===== src/hw/siau_pkg.sv =====
package siau_pkg;

	localparam int DATA_W     = 16;
	localparam int REG_ADDR_W = 4;
	localparam int REG_DEPTH  = 16;
	localparam int WB_ADR_W   = 8;
	localparam int WB_DAT_W   = 32;
	localparam int IRQ_W      = 3;

	// index register: a divide into it writes the quotient only
	localparam logic [REG_ADDR_W-1:0] REG_INDEX_K = 4'hF;

	localparam logic [WB_ADR_W-1:0] ADDR_CMD      = 8'h00;
	localparam logic [WB_ADR_W-1:0] ADDR_STATUS   = 8'h04;
	localparam logic [WB_ADR_W-1:0] ADDR_IRQ_STAT = 8'h08;
	localparam logic [WB_ADR_W-1:0] ADDR_IRQ_MASK = 8'h0C;
	localparam logic [1:0]          REGFILE_PAGE  = 2'h1;
	localparam int                  REGFILE_IDX_LSB = 2;
	localparam int                  PAGE_LSB        = 6;

	localparam int CMD_OP_LSB     = 0;
	localparam int CMD_OP_W       = 3;
	localparam int CMD_SRCA_LSB   = 4;
	localparam int CMD_SRCB_LSB   = 8;
	localparam int CMD_DST_LSB    = 12;
	localparam int CMD_ENABLE_BIT = 16;

	localparam int STAT_BUSY_BIT  = 0;
	localparam int STAT_OUT_BIT   = 1;
	localparam int carry_flag_bit = 2;
	localparam int error_flag_bit = 3;

	localparam int IRQ_DONE_BIT = 0;
	localparam int IRQ_OUT_BIT  = 1;
	localparam int IRQ_ERR_BIT  = 2;

	localparam logic [2*DATA_W-1:0] SAT_MAX32 = 32'h7FFFFFFF;
	localparam logic [2*DATA_W-1:0] SAT_MIN32 = 32'h80000000;
	localparam logic [DATA_W-1:0]   MIN16     = 16'h8000;
	localparam logic [DATA_W-1:0]   NEG_ONE16 = 16'hFFFF;
	localparam logic [DATA_W-1:0]   ZERO16    = 16'h0000;
	localparam logic [DATA_W-1:0]   ONE16     = 16'h0001;

	typedef enum logic [2:0] {
		OP_DIV    = 3'h0,
		OP_DADD   = 3'h1,
		OP_DSUB   = 3'h2,
		OP_ADDC   = 3'h3,
		OP_SUBC   = 3'h4,
		OP_CLRC   = 3'h5,
		OP_CLRERR = 3'h6,
		OP_NONE   = 3'h7
	} siau_op_t;

	typedef enum logic [7:0] {
		S_IDLE = 8'h01,
		S_RA0  = 8'h02,
		S_RA1  = 8'h04,
		S_RB0  = 8'h08,
		S_RB1  = 8'h10,
		S_CALC = 8'h20,
		S_WR0  = 8'h40,
		S_WR1  = 8'h80
	} siau_state_t;

endpackage


===== src/hw/siau_regfile.sv =====
`timescale 1ns/1ps
module siau_regfile #(
	parameter int WIDTH  = 16,
	parameter int DEPTH  = 16,
	parameter int ADDR_W = 4
) (
	input  wire logic              mclk,
	input  wire logic              rst_n,
	input  wire logic              we,
	input  wire logic [ADDR_W-1:0] addr,
	input  wire logic [WIDTH-1:0]  wdata,
	output logic      [WIDTH-1:0]  rdata
);

	logic [WIDTH-1:0] mem [DEPTH];

	always_ff @(posedge mclk) begin
		if (we) begin
			mem[addr] <= wdata;
		end
	end

	// read data registered; a write does not bypass to the same cycle
	always_ff @(posedge mclk) begin
		if (!rst_n) begin
			rdata <= '0;
		end else begin
			rdata <= mem[addr];
		end
	end

endmodule


===== src/hw/siau_arith.sv =====
// Our own choices: the placing of the registers and the Wishbone interface to the registers.
`timescale 1ns/1ps
module siau_arith
	import siau_pkg::*;
(
	input  wire logic                mclk,
	input  wire logic                rst_n,
	input  wire logic                wb_cyc_i,
	input  wire logic                wb_stb_i,
	input  wire logic                wb_we_i,
	input  wire logic [WB_ADR_W-1:0] wb_adr_i,
	input  wire logic [3:0]          wb_sel_i,
	input  wire logic [WB_DAT_W-1:0] wb_dat_i,
	output logic      [WB_DAT_W-1:0] wb_dat_o,
	output logic                     wb_ack_o,
	output logic                     irq,
	output logic                     resultOut,
	output logic                     instructionErrorFlag,
	output logic                     carryFlag
);

	siau_state_t           state;
	siau_op_t              cmdOp;
	logic [REG_ADDR_W-1:0] cmdA;
	logic [REG_ADDR_W-1:0] cmdB;
	logic [REG_ADDR_W-1:0] cmdDst;
	logic [DATA_W-1:0]     aLo;
	logic [DATA_W-1:0]     aHi;
	logic [DATA_W-1:0]     bLo;
	logic [DATA_W-1:0]     resLo;
	logic [DATA_W-1:0]     resHi;
	logic                  wrLo;
	logic                  wrHi;
	logic                  rdPend;
	logic [IRQ_W-1:0]      irqStat;
	logic [IRQ_W-1:0]      irqMask;

	logic                  busy;
	logic                  isMem;
	logic                  wbReq;
	logic                  memGrant;
	logic                  ctrlHit;
	logic                  cmdWr;
	logic                  cmdEnable;
	siau_op_t              wrOp;
	logic                  memWe;
	logic [REG_ADDR_W-1:0] memAddr;
	logic [DATA_W-1:0]     memWdata;
	logic [DATA_W-1:0]     memRdata;
	logic [WB_DAT_W-1:0]   ctrlRead;
	logic                  doneEvt;
	logic [IRQ_W-1:0]      setBits;
	logic [IRQ_W-1:0]      clrBits;

	logic [DATA_W-1:0]     next_resLo;
	logic [DATA_W-1:0]     next_resHi;
	logic                  next_out;
	logic                  next_carry;
	logic                  next_err;
	logic                  next_wrLo;
	logic                  next_wrHi;

	assign busy      = (state != S_IDLE);
	assign isMem     = (wb_adr_i[PAGE_LSB +: 2] == REGFILE_PAGE);
	assign wbReq     = wb_cyc_i & wb_stb_i & ~wb_ack_o & ~rdPend;
	assign memGrant  = wbReq & isMem & ~busy;
	assign ctrlHit   = wbReq & ~isMem;
	// a command arriving mid-operation is acked and dropped
	assign cmdWr     = ctrlHit & wb_we_i & (wb_adr_i == ADDR_CMD) & ~busy & (&wb_sel_i[2:0]);
	assign cmdEnable = wb_dat_i[CMD_ENABLE_BIT];
	assign wrOp      = siau_op_t'(wb_dat_i[CMD_OP_LSB +: CMD_OP_W]);

	// register file port: sequencer owns it while busy, the bus waits
	always_comb begin
		memWe    = 1'b0;
		memAddr  = wb_adr_i[REGFILE_IDX_LSB +: REG_ADDR_W];
		memWdata = wb_dat_i[DATA_W-1:0];
		unique case (state)
			S_IDLE: begin
				memWe = memGrant & wb_we_i & (&wb_sel_i[1:0]);
			end
			S_RA0: begin
				memAddr = cmdA;
			end
			S_RA1: begin
				memAddr = REG_ADDR_W'(cmdA + 1'b1);
			end
			S_RB0: begin
				memAddr = cmdB;
			end
			S_RB1: begin
				memAddr = REG_ADDR_W'(cmdB + 1'b1);
			end
			S_CALC: begin
				memAddr = cmdB;
			end
			S_WR0: begin
				memAddr  = cmdDst;
				memWdata = resLo;
				memWe    = wrLo;
			end
			S_WR1: begin
				memAddr  = REG_ADDR_W'(cmdDst + 1'b1);
				memWdata = resHi;
				memWe    = wrHi;
			end
		endcase
	end

	siau_regfile #(
		.WIDTH  (DATA_W),
		.DEPTH  (REG_DEPTH),
		.ADDR_W (REG_ADDR_W)
	) u_regfile (
		.mclk  (mclk),
		.rst_n (rst_n),
		.we    (memWe),
		.addr  (memAddr),
		.wdata (memWdata),
		.rdata (memRdata)
	);

	always_ff @(posedge mclk) begin
		if (!rst_n) begin
			state <= S_IDLE;
		end else begin
			unique case (state)
				S_IDLE: begin
					if (cmdWr && cmdEnable && (wrOp inside {OP_DIV, OP_DADD, OP_DSUB,
							OP_ADDC, OP_SUBC})) begin
						state <= S_RA0;
					end
				end
				S_RA0:  state <= S_RA1;
				S_RA1:  state <= S_RB0;
				S_RB0:  state <= S_RB1;
				S_RB1:  state <= S_CALC;
				S_CALC: state <= S_WR0;
				S_WR0:  state <= S_WR1;
				S_WR1:  state <= S_IDLE;
			endcase
		end
	end

	always_ff @(posedge mclk) begin
		if (!rst_n) begin
			cmdOp  <= OP_NONE;
			cmdA   <= '0;
			cmdB   <= '0;
			cmdDst <= '0;
		end else if (cmdWr) begin
			cmdOp  <= wrOp;
			cmdA   <= wb_dat_i[CMD_SRCA_LSB +: REG_ADDR_W];
			cmdB   <= wb_dat_i[CMD_SRCB_LSB +: REG_ADDR_W];
			cmdDst <= wb_dat_i[CMD_DST_LSB +: REG_ADDR_W];
		end
	end

	// read data lags the address by one state
	always_ff @(posedge mclk) begin
		if (!rst_n) begin
			aLo <= '0;
			aHi <= '0;
			bLo <= '0;
		end else begin
			if (state == S_RA1) begin
				aLo <= memRdata;
			end
			if (state == S_RB0) begin
				aHi <= memRdata;
			end
			if (state == S_RB1) begin
				bLo <= memRdata;
			end
		end
	end

	// datapath; in S_CALC memRdata holds the upper half of operand B
	always_comb begin
		logic signed [DATA_W-1:0]     divA;
		logic signed [DATA_W-1:0]     divB;
		logic [2*DATA_W:0]            dSum;
		logic [DATA_W:0]              uSum;
		logic [DATA_W+1:0]            sSum;
		logic [DATA_W+1:0]            cIn;
		divA       = aLo;
		divB       = (bLo == ZERO16) ? ONE16 : bLo;
		dSum       = '0;
		uSum       = '0;
		sSum       = '0;
		cIn        = {{(DATA_W+1){1'b0}}, carryFlag};
		next_resLo = ZERO16;
		next_resHi = ZERO16;
		next_out   = 1'b0;
		next_carry = carryFlag;
		next_err   = 1'b0;
		next_wrLo  = 1'b0;
		next_wrHi  = 1'b0;
		unique case (cmdOp)
			OP_DIV: begin
				if (bLo == ZERO16) begin
					next_err = 1'b1;
				end else begin
					next_out  = 1'b1;
					next_wrLo = 1'b1;
					next_wrHi = (cmdDst != REG_INDEX_K);
					if (aLo == MIN16 && bLo == NEG_ONE16) begin
						next_resLo = MIN16;
						next_resHi = ZERO16;
					end else begin
						next_resLo = DATA_W'(divA / divB);
						next_resHi = DATA_W'(divA % divB);
					end
				end
			end
			OP_DADD, OP_DSUB: begin
				if (cmdOp == OP_DADD) begin
					dSum = {aHi[DATA_W-1], aHi, aLo} + {memRdata[DATA_W-1], memRdata, bLo};
				end else begin
					dSum = {aHi[DATA_W-1], aHi, aLo} - {memRdata[DATA_W-1], memRdata, bLo};
				end
				next_wrLo = 1'b1;
				next_wrHi = 1'b1;
				// sign of 33-bit true result picks the clamp direction
				if (dSum[2*DATA_W] != dSum[2*DATA_W-1]) begin
					next_out = 1'b1;
					{next_resHi, next_resLo} = dSum[2*DATA_W] ? SAT_MIN32 : SAT_MAX32;
				end else begin
					{next_resHi, next_resLo} = dSum[2*DATA_W-1:0];
				end
			end
			OP_ADDC: begin
				uSum = {1'b0, aLo} + {1'b0, bLo} + cIn[DATA_W:0];
				sSum = {{2{aLo[DATA_W-1]}}, aLo} + {{2{bLo[DATA_W-1]}}, bLo} + cIn;
				next_carry = uSum[DATA_W];
				next_resLo = uSum[DATA_W-1:0];
				next_out   = (sSum[DATA_W+1:DATA_W-1] != 3'b000) &&
					(sSum[DATA_W+1:DATA_W-1] != 3'b111);
				next_wrLo  = 1'b1;
			end
			OP_SUBC: begin
				uSum = {1'b0, aLo} - {1'b0, bLo} - cIn[DATA_W:0];
				sSum = {{2{aLo[DATA_W-1]}}, aLo} - {{2{bLo[DATA_W-1]}}, bLo} - cIn;
				next_carry = uSum[DATA_W];
				next_resLo = uSum[DATA_W-1:0];
				next_out   = (sSum[DATA_W+1:DATA_W-1] != 3'b000) &&
					(sSum[DATA_W+1:DATA_W-1] != 3'b111);
				next_wrLo  = 1'b1;
			end
			default: begin
				next_carry = carryFlag;
			end
		endcase
	end

	always_ff @(posedge mclk) begin
		if (!rst_n) begin
			resLo <= '0;
			resHi <= '0;
			wrLo  <= 1'b0;
			wrHi  <= 1'b0;
		end else if (state == S_CALC) begin
			resLo <= next_resLo;
			resHi <= next_resHi;
			wrLo  <= next_wrLo;
			wrHi  <= next_wrHi;
		end
	end

	always_ff @(posedge mclk) begin
		if (!rst_n) begin
			resultOut <= 1'b0;
		end else if (state == S_CALC) begin
			resultOut <= next_out;
		end else if (cmdWr) begin
			resultOut <= 1'b0;
		end
	end

	// only a clear command touches carry outside an executed carry op
	always_ff @(posedge mclk) begin
		if (!rst_n) begin
			carryFlag <= 1'b0;
		end else if (state == S_CALC) begin
			carryFlag <= next_carry;
		end else if (cmdWr && cmdEnable && wrOp == OP_CLRC) begin
			carryFlag <= 1'b0;
		end
	end

	// sticky: success never clears it, only the explicit clear command
	always_ff @(posedge mclk) begin
		if (!rst_n) begin
			instructionErrorFlag <= 1'b0;
		end else if (state == S_CALC && next_err) begin
			instructionErrorFlag <= 1'b1;
		end else if (cmdWr && cmdEnable && wrOp == OP_CLRERR) begin
			instructionErrorFlag <= 1'b0;
		end
	end

	assign doneEvt = (state == S_WR1) ||
		(cmdWr && !(cmdEnable && (wrOp inside {OP_DIV, OP_DADD, OP_DSUB, OP_ADDC, OP_SUBC})));

	always_comb begin
		setBits               = '0;
		clrBits               = '0;
		setBits[IRQ_DONE_BIT] = doneEvt;
		setBits[IRQ_OUT_BIT]  = (state == S_CALC) & next_out;
		setBits[IRQ_ERR_BIT]  = (state == S_CALC) & next_err;
		if (ctrlHit && wb_we_i && wb_adr_i == ADDR_IRQ_STAT && wb_sel_i[0]) begin
			clrBits = wb_dat_i[IRQ_W-1:0];
		end
	end

	always_ff @(posedge mclk) begin
		if (!rst_n) begin
			irqStat <= '0;
			irqMask <= '0;
			irq     <= 1'b0;
		end else begin
			// a new event outranks a clear in the same cycle
			irqStat <= (irqStat & ~clrBits) | setBits;
			if (ctrlHit && wb_we_i && wb_adr_i == ADDR_IRQ_MASK && wb_sel_i[0]) begin
				irqMask <= wb_dat_i[IRQ_W-1:0];
			end
			irq <= |(irqStat & irqMask);
		end
	end

	always_comb begin
		ctrlRead = '0;
		unique case (wb_adr_i)
			ADDR_CMD: begin
				ctrlRead[CMD_OP_LSB +: CMD_OP_W]     = cmdOp;
				ctrlRead[CMD_SRCA_LSB +: REG_ADDR_W] = cmdA;
				ctrlRead[CMD_SRCB_LSB +: REG_ADDR_W] = cmdB;
				ctrlRead[CMD_DST_LSB +: REG_ADDR_W]  = cmdDst;
			end
			ADDR_STATUS: begin
				ctrlRead[STAT_BUSY_BIT]  = busy;
				ctrlRead[STAT_OUT_BIT]   = resultOut;
				ctrlRead[carry_flag_bit] = carryFlag;
				ctrlRead[error_flag_bit] = instructionErrorFlag;
			end
			ADDR_IRQ_STAT: ctrlRead[IRQ_W-1:0] = irqStat;
			ADDR_IRQ_MASK: ctrlRead[IRQ_W-1:0] = irqMask;
			default:       ctrlRead = '0;
		endcase
	end

	// control registers ack after one edge, register file reads after two
	always_ff @(posedge mclk) begin
		if (!rst_n) begin
			wb_ack_o <= 1'b0;
			wb_dat_o <= '0;
			rdPend   <= 1'b0;
		end else begin
			wb_ack_o <= ctrlHit | (memGrant & wb_we_i) | rdPend;
			rdPend   <= memGrant & ~wb_we_i;
			if (rdPend) begin
				wb_dat_o <= {{(WB_DAT_W-DATA_W){1'b0}}, memRdata};
			end else begin
				wb_dat_o <= ctrlRead;
			end
		end
	end

endmodule


===== config.mk =====
export PLATFORM = sky130hd
export DESIGN_NAME = siau_arith
export DESIGN_NICKNAME = d
export VERILOG_FILES = /design/src/hw/siau_pkg.sv /design/src/hw/siau_regfile.sv /design/src/hw/siau_arith.sv
export SDC_FILE = /design/constraint.sdc
export NUM_CORES = 1
export LEC_CHECK = 0
export BUFFER_PORTS_ARGS = -buffer_cell sky130_fd_sc_hd__buf_2
export CAP_MARGIN = 30
export CORE_UTILIZATION = 58
export DETAILED_ROUTE_END_ITERATION = 10
export GPL_TIMING_DRIVEN = 0
export HOLD_SLACK_MARGIN = 0.06
export PLACE_DENSITY = 0.78
export SKIP_CTS_REPAIR_TIMING = 1
export SLEW_MARGIN = 0
export SYNTH_ARGS = -nofsm -noshare
export SYNTH_HDL_FRONTEND = slang
export SYNTH_SLANG_ARGS = --single-unit
export TNS_END_PERCENT = 1

===== constraint.sdc =====
create_clock -name mclk -period 30 [get_ports mclk]
set_input_delay 4.5 -clock mclk [delete_from_list [all_inputs] [get_ports mclk]]
set_output_delay 4.5 -clock mclk [all_outputs]
set_load 0.1 [all_outputs]

==> impl_metrics.py <==
metrics = {
    "status": {
        "outcome": "finished, violations left",
        "failed_checks": "setup timing",
    },
    "pwr": {
        "combPwrFrac": 0.346,
        "clockPowerShare": 0.292,
        "p_sw_mw": 0.577,
        "sw_frac_of_total": 0.349,
        "p_int_mw": 1.07,
        "cellPowerDensity_mw_per_mm2": 45.1,
        "pwr-share-seq": 0.362,
        "leakage_nw": 14.6,
        "irDropWorstVdd_mv": 0.0681,
    },
    "clocking": {
        "cts_root_buf": "clkbuf_16",
        "clock_tree.buffer_depth": 3,
        "clkTransAtPathRegs_ps": 70,
        "cts_tree": "yes",
        "cts.sinks": 405,
        "clk_latency_ps": 570,
        "htreeDepth": 2,
        "cts_made_buffers": 37,
    },
    "floorplan": {
        "initial_core_util": 0.587,
        "rows": 83,
        "die_w_um": 230,
        "coreArea_mm2": 0.0513,
        "fp.dieH_um": 230,
        "dieArea_mm2": 0.0528,
        "ioPinCount": 86,
    },
    "run": {
        "max-cap-violations": 0,
    },
    "grt": {
        "busiest_layer": "met2",
        "overflow": 0,
        "met1_usage": 0.532,
        "groute.usage.overall": 0.425,
        "grt_pass1_vias": 26900,
        "antenna_found_initial": 3,
        "gr-usage-met3": 0.0973,
        "grt_pass1_wl_um": 168000,
        "gr-usage-met2": 0.675,
        "grt_max_degree": 18,
    },
    "final_layout": {
        "syn_to_final_growth_pct": 21.6,
        "nFillCells": 3726,
        "fin_util": 0.714,
        "seqCellArea_mm2": 0.0107,
        "drive_gt1_frac": 0.230,
        "nets": 3779,
        "multi_input_area_mm2": 0.0204,
    },
    "critical_path": {
        "worst_setup_path_start_kind": "flip-flop",
        "cpMostUsedCell": "o21a_1",
        "reg2reg_from": "bLo[6]",
        "crit_fanout": 10,
        "critPathKind": "reg -> reg",
        "rrSetupSlack_ps": -1500,
        "r2r_end": "resHi[10]",
        "critical_path.endpoint_type": "flip-flop",
        "crit_arrival_ps": 31970,
        "cp.required_ps": 30470,
        "cpPeakStageDelay_ps": 640,
        "ff2ff_path_depth": 146,
        "slowest_stage": "or4b_2",
    },
    "timing": {
        "setup_viol": 32,
        "fmax_ghz": 0.0317,
        "finalCritPeriodShare": 1.05,
        "slew_viol_final": 0,
        "rsz0062_at_grt": "yes",
        "worst_hold_slack_ps": 482,
        "tightestPinTransition_ps": 1100,
        "fin_skew_ps": 34.3,
        "finalHoldViolCount": 0,
        "timing.final.ws_setup_ps": -1500,
        "min_period_ps": 31500,
        "maxSlewHeadroom": 0.262,
    },
    "drt": {
        "initialDrtViolationCount": 3888,
        "drt_first_pass_iters": 8,
        "ant_nets": 0,
        "vias_per_cell": 6.94,
        "wl_per_cell_um": 28.2,
        "dr_total_vias": 29200,
        "wirelength_um": 119000,
        "drc": 0,
    },
    "logic_synthesis": {
        "synthCells": 3210,
        "synth_cell_type_count": 106,
        "synthTopCellsByArea": "edfxtp_1, dfxtp_1, ha_1, mux4_2, xnor2_1",
        "netlist.area_leader.share": 0.255,
        "synth-main-ff-cell": "edfxtp_1",
        "syn_area_per_cell_um2": 9.38,
        "syn_area_mm2": 0.0301,
        "synth_enable_flop_cells": 256,
        "synth_seq_cells": 405,
        "synth_seq_area_share": 0.354,
        "yosys_warnings": 0,
        "synth-async-reset-ratio": 0,
        "synth_area_leader_cell": "edfxtp_1",
    },
    "placed_design": {
        "pre_cts_slack_ps": -10000,
        "hpwl_um": 84800,
        "gp_congestion": 1.06,
        "placement.io_buffers": 50,
    },
    "min_path": {
        "hp-class": "reg -> reg",
        "min_path_cells": 2,
        "hp-start": "resHi[2]",
        "min_to": "resHi[2]",
    },
}
[how the worst max path moves through the flow]
stage          startpoint   endpoint  cells past startpoint
6_report           bLo[6]  resHi[10]                    146
5_1_grt            bLo[8]  resHi[14]                    150
4_1_cts            bLo[1]  resHi[14]                    148
3_5_place_dp       bLo[1]  resHi[14]                    149
3_3_place_gp       bLo[1]  resHi[14]                    150
2_1_floorplan      bLo[4]  resHi[12]                    151
[critical path: cells and delay by family (launching register included)]
kind            cells  cell delay, ps
compound gates     67           13980
simple gates       44            9150
fa+ha+maj          17            4700
buf+inv            14            2090
mux                 3             750
flops               1             450
xor+xnor            1             210
[power by group through the flow]
| stage | Sequential (mW) | Combinational (mW) | Clock, mW |
|---|---|---|---|
| floorplan | 0.607 | 0.260 | 0 |
| global placement | 0.609 | 0.377 | 0 |
| detailed placement | 0.609 | 0.387 | 0 |
| CTS | 0.597 | 0.394 | 0.480 |
| global route | 0.597 | 0.588 | 0.498 |
| finish | 0.597 | 0.571 | 0.483 |
[synthesized netlist by cell type, types with 32 or more instances]
master / number
and2_1: 39
xnor2_1: 151
mux2i_1: 62
nand2_1: 289
nand3_1: 79
o21a_1: 55
or3_1: 32
nor3_1: 59
xor2_1: 58
inv_1: 130
or2_2: 35
dfxtp_1: 149
edfxtp_1: 256
mux4_2: 82
nand2b_1: 32
ha_1: 223
o211ai_1: 48
a21o_1: 42
o21ai_0: 148
clkbuf_1: 105
a22oi_1: 49
a21oi_1: 229
nor2_1: 332
[kinds of logic after synthesis]
group                      count (synthesis)  synth area share
AOI/OAI and AO/OA                        868             0.195
adders and majority gates                229            0.0966
and+or+nand+nor                         1049             0.167
buffers and inverters                    292            0.0401
xor gates and xnor gates                 209            0.0608
other                                      1          0.000125
muxes                                    157            0.0868
DFF                                      405             0.354
[routing by layer]
layer,part of all wire,up-vias
li1,-,12600
met1,0.36,14000
met2,0.45,2066
met3,0.11,564
met4,0.075,4
met5,0.00044,-
[cell type report]
| class | count | area share |
|---|---|---|
| multi-input combinational | 2528 | 0.557 |
| sequential | 405 | 0.291 |
| timing repair buffer | 243 | 0.0557 |
| clock buffer | 47 | 0.0274 |
| buffer | 152 | 0.0253 |
| tap | 680 | 0.0232 |
| inverter | 134 | 0.0141 |
| clock inverter | 21 | 0.00605 |
| antenna | 2 | 0.000137 |
[state kept, by name (all words and copies together) (netlist names), 4 cells and up]
signal           cells
cmdB                 4
aLo                 16
resLo               16
wb_dat_o            16
aHi                 16
u_regfile.rdata     16
cmdDst               4
state                8
u_regfile.mem      256
cmdA                 4
resHi               16
bLo                 16
[stage by stage]
stage / power (mW) / cell area [um2] / setup TNS, ps / cells
3_5_place_dp: 0.996 / 32000 / -291520 / 3984
3_3_place_gp: 0.985 / 31400 / -304710 / 3955
5_1_grt: 1.68 / 36600 / -63510 / 4211
4_1_cts: 1.47 / 33200 / -296490 / 4052
2_1_floorplan: 0.868 / 30300 / 0 / 3225
6_report: 1.65 / 36600 / -31710 / 4212
[placed cells by master (no fill, tap or decap), drive strengths merged, types with 20 or more instances in the layout]
cell / n
nand2b: 32
and2: 39
xnor2: 151
xor2: 58
nand3: 80
o31ai: 24
mux2i: 62
buf: 310
a211oi: 23
or3: 34
nor4: 31
ha: 223
nor2b: 20
o21ai: 158
dfxtp: 149
nor2: 332
o21bai: 22
edfxtp: 256
clkbuf: 131
o211ai: 50
o21a: 55
nand4: 27
or2: 36
a22oi: 49
a21oi: 231
mux4: 82
a21o: 42
inv: 131
nor3: 62
nand2: 289
a31oi: 27
Note: power is estimated with default switching activity, not from simulation.
